--- src/flash_reset_regs.vh ---
`ifndef FLASH_RESET_REGS_VH
`define FLASH_RESET_REGS_VH
// =============================================================
// Timing constants, clock period in ns.
`define CLK_PERIOD_NS          100
`define CLEAR_PULSE_MIN_US     10
`define CLEAR_PULSE_MIN_CYC    ((`CLEAR_PULSE_MIN_US * 1000 + `CLK_PERIOD_NS - 1) / `CLK_PERIOD_NS)
`define PULSE_CNT_W            8
// =============================================================
// Operation codes of the activity that a reset may interrupt.
`define OP_IDLE                3'h0
`define OP_DECODE              3'h1
`define OP_READ                3'h2
`define OP_PROGRAM             3'h3
`define OP_SMALL_ERASE         3'h4
`define OP_BLOCK_ERASE         3'h5
`define OP_CHIP_ERASE          3'h6
`define OP_STATUS_WRITE        3'h7
// =============================================================
// Power-on defaults of volatile bits.
`define LOCK_W                 8
`define LOCK_RESET_VAL         8'h00
`endif

--- src/pulse_width_filter.v ---
`timescale 1ns/1ps
`default_nettype none
`include "flash_reset_regs.vh"
// =============================================================
// Pulse width filter: flags when the low pulse has lasted long enough.
module pulse_width_filter
(
  input  wire ref_clk_i,
  input  wire rst_i,
  input  wire clear_n_i,
  output reg  long_enough_o
);
  reg [`PULSE_CNT_W-1:0] count_reg;

  always @(posedge ref_clk_i)
  begin
    if (rst_i || clear_n_i)
    begin
      count_reg     <= {`PULSE_CNT_W{1'b0}};
      long_enough_o <= 1'b0;
    end
    else
    begin
      if (count_reg != `CLEAR_PULSE_MIN_CYC)
        count_reg <= count_reg + 8'h01;
      long_enough_o <= (count_reg >= (`CLEAR_PULSE_MIN_CYC - 1)); // [RULE_01]
    end
  end
endmodule // pulse_width_filter
`default_nettype wire

--- src/flash_reset_power_on.v ---
// Behaviour
// RULE_01 - Reset low for at least 10 us performs a full device reset.
// RULE_02 - After reset: standby, latch, busy flag and volatile lock bits at defaults.
// RULE_03 - Reset during program or erase aborts it; data may be corrupted.
// RULE_04 - Serial data output is high impedance while reset is in progress.
// RULE_05 - Host waits 10 us after reset release before selecting the device.
// RULE_06 - Host waits 40 us decode, 35 us read, 310 us program recovery.
// RULE_07 - Host waits 12/25/100 ms after erases, 40 ms after status write.
// RULE_08 - After power-up the device is in standby with write latch cleared.
// RULE_09 - Host keeps device deselected through supply ramp and settle delay.
// RULE_10 - Host issues commands only after supply minimum plus settle delay.
// RULE_11 - Below supply clear threshold logic stays in reset and ignores commands.
// RULE_12 - Host waits 35 us after power-on reset before operating.
// RULE_13 - Unknown interrupted operation: host waits the longest recovery time.
`timescale 1ns/1ps
`default_nettype none
`include "flash_reset_regs.vh"
module flash_reset_power_on
(
  input  wire                 ref_clk_i,
  input  wire                 rst_i,
  input  wire                 supply_ok_i,
  input  wire                 clear_n_i,
  input  wire                 select_n_i,
  input  wire                 set_write_enable_i,
  input  wire                 clear_write_enable_i,
  input  wire                 op_start_i,
  input  wire [2:0]           op_code_i,
  input  wire                 op_done_i,
  input  wire                 lock_write_i,
  input  wire [`LOCK_W-1:0]   lock_data_i,
  input  wire                 data_out_i,
  input  wire                 data_out_en_i,
  output reg                  data_out_o,
  output reg                  data_out_oe_o,
  output reg                  write_enable_latch_o,
  output reg                  write_in_progress_flag_o,
  output reg  [`LOCK_W-1:0]   lock_bits_o,
  output reg  [2:0]           active_op_o,
  output reg                  op_abort_o,
  output reg  [2:0]           aborted_op_o,
  output reg                  standby_o,
  output reg                  in_reset_o,
  output reg                  command_accept_o
);
  // =============================================================
  // Qualified reset and internal logic reset.
  wire               long_enough;
  wire               hold_reset;
  wire               lock_load;
  wire [`LOCK_W-1:0] lock_next;
  wire               abort_now;
  reg                busy_op;
  reg                start_busy;
  reg                start_ok;
  reg                done_ok;
  reg  [2:0]         op_next;
  reg                wip_next;
  reg                standby_next;
  reg                wel_next;
  reg                oe_next;
  reg                accept_next;

  localparam [`LOCK_W-1:0] LOCK_DEFAULT = `LOCK_RESET_VAL;

  pulse_width_filter u_filter
  (
    .ref_clk_i     (ref_clk_i),
    .rst_i         (rst_i),
    .clear_n_i     (clear_n_i),
    .long_enough_o (long_enough)
  );

  // Below the threshold the logic is held in reset.
  assign hold_reset = rst_i || !supply_ok_i || long_enough; // [RULE_01] [RULE_11]

  // =============================================================
  // Busy decode of the running operation.
  always @*
  begin
    case (active_op_o)
      `OP_PROGRAM:      busy_op = 1'b1;
      `OP_SMALL_ERASE:  busy_op = 1'b1;
      `OP_BLOCK_ERASE:  busy_op = 1'b1;
      `OP_CHIP_ERASE:   busy_op = 1'b1;
      `OP_STATUS_WRITE: busy_op = 1'b1;
      default:          busy_op = 1'b0;
    endcase
  end

  // =============================================================
  // Busy decode of a requested operation.
  always @*
  begin
    case (op_code_i)
      `OP_PROGRAM:      start_busy = 1'b1;
      `OP_SMALL_ERASE:  start_busy = 1'b1;
      `OP_BLOCK_ERASE:  start_busy = 1'b1;
      `OP_CHIP_ERASE:   start_busy = 1'b1;
      `OP_STATUS_WRITE: start_busy = 1'b1;
      default:          start_busy = 1'b0;
    endcase
  end

  // =============================================================
  // Operation tracking; a completion wins over a start in the same cycle.
  always @*
  begin
    start_ok     = op_start_i && (active_op_o == `OP_IDLE) && !select_n_i;
    done_ok      = op_done_i && (active_op_o != `OP_IDLE);
    op_next      = active_op_o;
    wip_next     = write_in_progress_flag_o;
    standby_next = standby_o;
    if (done_ok)
    begin
      op_next      = `OP_IDLE;
      wip_next     = 1'b0;
      standby_next = 1'b1;
    end
    else if (start_ok)
    begin
      op_next      = op_code_i;
      wip_next     = start_busy;
      standby_next = 1'b0;
    end
  end

  // =============================================================
  // Write enable latch; a set from a selected host wins over a completion or a clear request, but not over the reset hold.
  always @*
  begin
    wel_next = write_enable_latch_o;
    if (done_ok)
      wel_next = 1'b0;
    if (set_write_enable_i && !select_n_i)
      wel_next = 1'b1;
    else if (clear_write_enable_i)
      wel_next = 1'b0;
  end

  // =============================================================
  // Output enable and command acceptance.
  always @*
  begin
    oe_next     = data_out_en_i;
    accept_next = clear_n_i;
    if (select_n_i || !clear_n_i)
      oe_next = 1'b0;
  end

  // =============================================================
  // Lock bits, one load multiplexer per bit.
  assign lock_load = lock_write_i && !select_n_i;

  genvar g;
  generate
    for (g = 0; g < `LOCK_W; g = g + 1)
    begin : g_lock
      assign lock_next[g] = lock_load ? lock_data_i[g] : lock_bits_o[g];
    end
  endgenerate

  // =============================================================
  // Volatile state.
  always @(posedge ref_clk_i)
  begin
    if (hold_reset)
    begin
      write_enable_latch_o     <= 1'b0;                    // [RULE_02] [RULE_08]
      write_in_progress_flag_o <= 1'b0;                    // [RULE_02]
      lock_bits_o              <= LOCK_DEFAULT;            // [RULE_02]
      active_op_o              <= `OP_IDLE;                // [RULE_03]
      standby_o                <= 1'b1;                    // [RULE_02] [RULE_08]
      in_reset_o               <= 1'b1;
      command_accept_o         <= 1'b0;                    // [RULE_11]
    end
    else
    begin
      write_enable_latch_o     <= wel_next;
      write_in_progress_flag_o <= wip_next;
      lock_bits_o              <= lock_next;
      active_op_o              <= op_next;
      standby_o                <= standby_next;
      in_reset_o               <= 1'b0;
      command_accept_o         <= accept_next;
    end
  end

  // =============================================================
  // Serial data output; released while the reset hold lasts.
  always @(posedge ref_clk_i)
  begin
    if (hold_reset)
    begin
      data_out_o    <= 1'b0;
      data_out_oe_o <= 1'b0;                               // [RULE_04]
    end
    else
    begin
      data_out_o    <= data_out_i;
      data_out_oe_o <= oe_next;
    end
  end

  // =============================================================
  // Abort report, kept outside the reset hold so it survives it.
  assign abort_now = long_enough && !in_reset_o && (active_op_o != `OP_IDLE);

  always @(posedge ref_clk_i)
  begin
    if (rst_i)
    begin
      op_abort_o   <= 1'b0;
      aborted_op_o <= `OP_IDLE;
    end
    else if (abort_now)
    begin
      op_abort_o   <= busy_op;                             // [RULE_03]
      aborted_op_o <= active_op_o;
    end
    else
    begin
      op_abort_o <= 1'b0;
    end
  end
endmodule // flash_reset_power_on
`default_nettype wire

--- config.mk ---
export PLATFORM = sky130hd
export DESIGN_NAME = flash_reset_power_on
export DESIGN_NICKNAME = d
export VERILOG_FILES = /design/src/pulse_width_filter.v /design/src/flash_reset_power_on.v
export VERILOG_INCLUDE_DIRS = /design/src
export SDC_FILE = /design/constraint.sdc
export NUM_CORES = 1
export LEC_CHECK = 0
export ABC_AREA = 1
export BUFFER_PORTS_ARGS = -buffer_cell sky130_fd_sc_hd__buf_2
export CORE_MARGIN = 2
export CORE_UTILIZATION = 43
export CTS_CLUSTER_DIAMETER = 50
export DETAILED_ROUTE_END_ITERATION = 10
export PLACE_DENSITY = 0.74
export SETUP_SLACK_MARGIN = 0.1
export SLEW_MARGIN = 20
export SYNTH_ARGS = -nofsm -noshare
export SYNTH_HDL_FRONTEND = slang
export SYNTH_SLANG_ARGS = --single-unit
--- constraint.sdc ---
create_clock -name ref_clk_i -period 1.35 [get_ports ref_clk_i]
set_input_delay 0.0675 -clock ref_clk_i [delete_from_list [all_inputs] [get_ports ref_clk_i]]
set_output_delay 0.0675 -clock ref_clk_i [all_outputs]
set_load 0.005 [all_outputs]
==> Word-level counts from Yosys, hierarchy flattened <==
Index checks and enable logic that the tools add are counted.
{ "word_totals": {"ff_bits": 31, "latch_bits": 0, "ram_bits": 0, "romBits": 0, "output_inout_bits": 22, "wordCells": 56, "memories": 0} }
{ "op_classes": {"add_sub_neg": 1, "multipliers": 0, "n_div": 0, "order_cmp": 1, "eq_ne": 11, "shifts": 0, "n_mux": 6, "bitwise": 1, "n_reduce_logical": 23} }
{ "ops": {"columns": ["cell", "n"], "rows": [
  ["$eq A3 B3 Y1 const B", 8],
  ["$reduce_or A5 Y1", 2],
  ["$add A8 B1 Y8 const B", 1],
  ["$ge A8 B7 Y1 const B", 1],
  ["$ne A8 B7 Y1 const B", 1],
  ["$logic_and A1 B1 Y1", 7],
  ["$eq A3 B2 Y1 const B", 2],
  ["$mux W1", 6],
  ["$reduce_bool A3 Y1", 2],
  ["$reduce_or A2 Y1", 3],
  ["$logic_not A1 Y1", 4],
  ["$logic_or A1 B1 Y1", 4],
  ["$logic_not A3 Y1", 1],
  ["$not A1 Y1", 1]
]} }

==> Longest topological paths before layout <==
{ "logic_depth": {"depth_word": 5, "ltp_mapped": 7, "mapped_depth_nobuf": 7} }

==> Cells and area by module <==
From an unflattened synthesis, not the netlist that was laid out.
{ "hier_totals": {"cells_unflattened": 172, "area_unflattened_um2": 1327.5} }
{ "modules_own_cells": {"columns": ["module", "n_inst", "cells_each", "area_per_inst_um2"], "rows": [
  ["flash_reset_power_on", 1, 102, 824.5],
  ["pulse_width_filter", 1, 70, 503.0]
]} }

==> Worst setup path before layout <==
Ideal clock, no wire load.
{ "synth_path": {"path_type": "reg-to-reg", "from": "reg u_filter.count_reg[0]", "to": "reg u_filter.count_reg[3]", "setup_time_ns": 0.116, "arrival_time_ns": 0.916, "t_required_ns": 1.234, "setup_slack_ns": 0.319, "stages_incl_launch_ff": 8, "synth_period_minus_slack_ns": 1.031, "path_cell_list": "dfxtp_1 > inv_1 > ha_1 > nand3_1 > nor2_2 > inv_2 > nand2_1 > nor2_1"} }
{ "synth_between": {"elab_chain_len": 1} }
{ "synth_rtl": {"columns": ["item", "line", "source"], "rows": [
  ["start, declared", "pulse_width_filter.v:13", "reg [`PULSE_CNT_W-1:0] count_reg;"],
  ["start signal, assigned", "pulse_width_filter.v:19", "count_reg <= {`PULSE_CNT_W{1'b0}};"],
  ["start signal, assigned", "pulse_width_filter.v:25", "count_reg <= count_reg + 8'h01;"],
  ["$add A8 B1 Y8 / $ne A8 B7 Y1 (equally long branches)", null, null]
]} }
Several ways; a longest one is shown, not always the timed one.
A chain may end at the register's enable or synchronous reset.

==> Worst setup path after layout <==
Same ends and word-level chain as after synthesis.

==> results.tsv <==
metric	value	unit
final hold violations	0	
Residual DRC	0	
Synth Area per Inst	7.529	µm²
Pleak	0.8093	nW
Layout area overhead	39.98	%
wire length per cell	11.03	µm
synthesized netlist cell count	170	
worst setup path startpoint	u_filter.count_reg[0]	
maximum vdd ir drop	0.001087	V
largest net degree at the start of global routing	11	
synthesized flop and latch total	31	
max-cap check violation count	0	
worst-path maximum fanout	4	
fmax	901.4	MHz
grt total ovfl	0	
GPL Wtd Cong	0.8268	
total negative slack	0	ns
register area	621.8	µm²
clk_lat worst skew	0.34	ns
period utilization	82.18	%
top routing layer used	met4	
RSZ-0062 raised after global routing	no	
YS warnings	0	
core area	2781	µm²
Overall Global Routing Usage	18.79	%
drt via density	4.796	
Setup Skew	0.01011	ns
metal3 WL	216	µm
crit path launch type	flip-flop	
Initial DRT Pass Iterations	5	
origin of the worst min-delay path	op_code_i[1]	
total wire length	2967	µm
multi-input logic area	563.0	µm²
Worst Hold Slack	0.004141	ns
Worst R2R Start	u_filter.count_reg[0]	
Post-Route M1 WL	1244	µm
first-pass GRT wire length	4885	µm
syn nets	195	
filler cell count in the final layout	256	
CTS H-tree depth	2	
via count	1290	
Synth cell types	24	
Die Wd	58.56	µm
minimum clock period	1.109	ns
Worst slew margin	80.23	%
register area share after synthesis	48.48	%
Final Instance Area	1792	µm²
io pins	45	
worst path arrival time	1.35	ns
final number of setup-violating endpoints	0	
# clock sinks	31	
status	finished clean	
CTS max path bufs	2	
DIE HEIGHT	58.56	µm
Worst Max-Slew Pin Slew	0.2954	ns
Max Transition Viols Final	0	
Rows	19	
layout cell share with drive strength beyond 1	27.73	%
CTS tree	yes	
Root Buffer	clkbuf_4	
DR WL met2	1462	µm
Routed Antenna Nets	0	
Mapped Area	1280	µm²
port bufs	44	
dpl hpwl	2067	µm
initial DRC count	63	
Worst Path Class, Setup	reg -> reg	
CTS clk-pin slew, worst paths	0.10	ns
placed cell area	1541	µm²
CP Capture Type	flip-flop	
Die ar.	3429	µm²
antenna cells	0	
power density cells	1049	nW/µm²
HP Class	in -> reg	
vias in the first global route	1226	
initial antenna violation count	0	
Final Net Count	262	
CTS buffer count	5	
required time of the critical path	1.59	ns
Initial Util	46.02	%
## worst paths after layout
check | end | slack [ns] | cells past startpoint
worst max register to register | u_filter.count_reg[3] | 0.24 | 7
worst max-delay path | u_filter.count_reg[3] | 0.24 | 7
worst min-delay path | active_op_o[1] | 0.004 | 3
worst min register to register | standby_o | 0.46 | 2
## cell type report
class | instances | area share [%]
clock buffer | 6 | 2.863
clock inverter | 2 | 1.955
inverter | 25 | 5.237
multi-input combinational | 113 | 31.42
sequential | 31 | 34.71
tap | 31 | 2.165
timing repair buffer | 61 | 21.65
## worst max-delay path: stages (launching register included)
cell and delay, ns:
dfxtp_2 0.35, inv_1 0.09, ha_1 0.15, nand3_1 0.10
nor2_2 0.18, inv_2 0.06, nand2_1 0.05, nor2_1 0.04
## kinds of logic after synthesis
group / after synthesis / synth area share (%)
AND/OR/NAND/NOR: 82 / 28.74
AO/OA/AOI/OAI: 26 / 11.05
buffers and inverters: 26 / 7.722
adder cells (fa/ha/maj): 2 / 1.955
flip-flops: 31 / 48.49
XOR/XNOR: 3 / 2.053
## cell usage after synthesis
library cell | n | area share, %
a21o_1 | 1 | 0.59
a21oi_1 | 18 | 7.0
a21oi_2 | 2 | 1.4
a31oi_1 | 1 | 0.49
and3_1 | 1 | 0.49
buf_2 | 1 | 0.39
dfxtp_1 | 31 | 48
ha_1 | 2 | 2.0
inv_1 | 24 | 7.0
inv_2 | 1 | 0.29
nand2_1 | 41 | 12
nand2_2 | 3 | 1.5
nand2_4 | 1 | 0.88
nand3_1 | 9 | 3.5
nand3_2 | 1 | 0.78
nand4_1 | 2 | 0.98
nor2_1 | 19 | 5.6
nor2_2 | 1 | 0.49
nor2_4 | 2 | 1.8
nor3_1 | 2 | 0.78
o21ai_0 | 3 | 1.2
o21ai_1 | 1 | 0.39
xnor2_1 | 1 | 0.68
xor2_1 | 2 | 1.4
## layout by cell type, fill, tap and decap left out, drive strengths merged, types with 2 or more instances in the layout
| master | count |
|---|---|
| buf | 45 |
| nand2 | 45 |
| dfxtp | 31 |
| inv | 25 |
| nor2 | 22 |
| a21oi | 20 |
| dlygate4sd3 | 16 |
| nand3 | 10 |
| clkbuf | 6 |
| o21ai | 4 |
| nor3 | 2 |
| nand4 | 2 |
| xor2 | 2 |
| ha | 2 |
## layer usage
| layer | track usage (%) | vias to the layer above |
|---|---|---|
| li1 | - | 668 |
| met1 | 19.75 | 571 |
| met2 | 34.03 | 45 |
| met3 | 7.253 | 6 |
| met4 | 6.312 | 0 |
| met5 | 0 | - |
## stage by stage
step                      util, %  worst slack [ns]  instances  power, mW
after floorplan                 -            0.3188        170      1.030
after global placement      55.42            0.2823        245      1.096
after detailed placement    55.42            0.2338        245      1.097
after CTS                   64.28            0.2119        269      1.892
after global routing        64.42            0.1030        269      1.959
final                       64.42            0.2406        269      1.880
## where the power goes
| group | switching [mW] | total, mW | internal, mW | leakage [nW] |
|---|---|---|---|---|
| Clock | 0.328 | 0.766 | 0.437 | 0.0482 |
| Sequential | 0.0118 | 0.944 | 0.932 | 0.252 |
| Combinational | 0.0808 | 0.170 | 0.0890 | 0.509 |
| Total | 0.421 | 1.88 | 1.46 | 0.809 |
## repair_timing
action,4_1_cts,5_1_grt
hold buffers,16,0
setup endpoints to repair,0,2
buffers inserted,0,0
gates resized for setup,0,2
hold endpoints to repair,18,0
No activity file was read; power rests on OpenSTA's default activity.
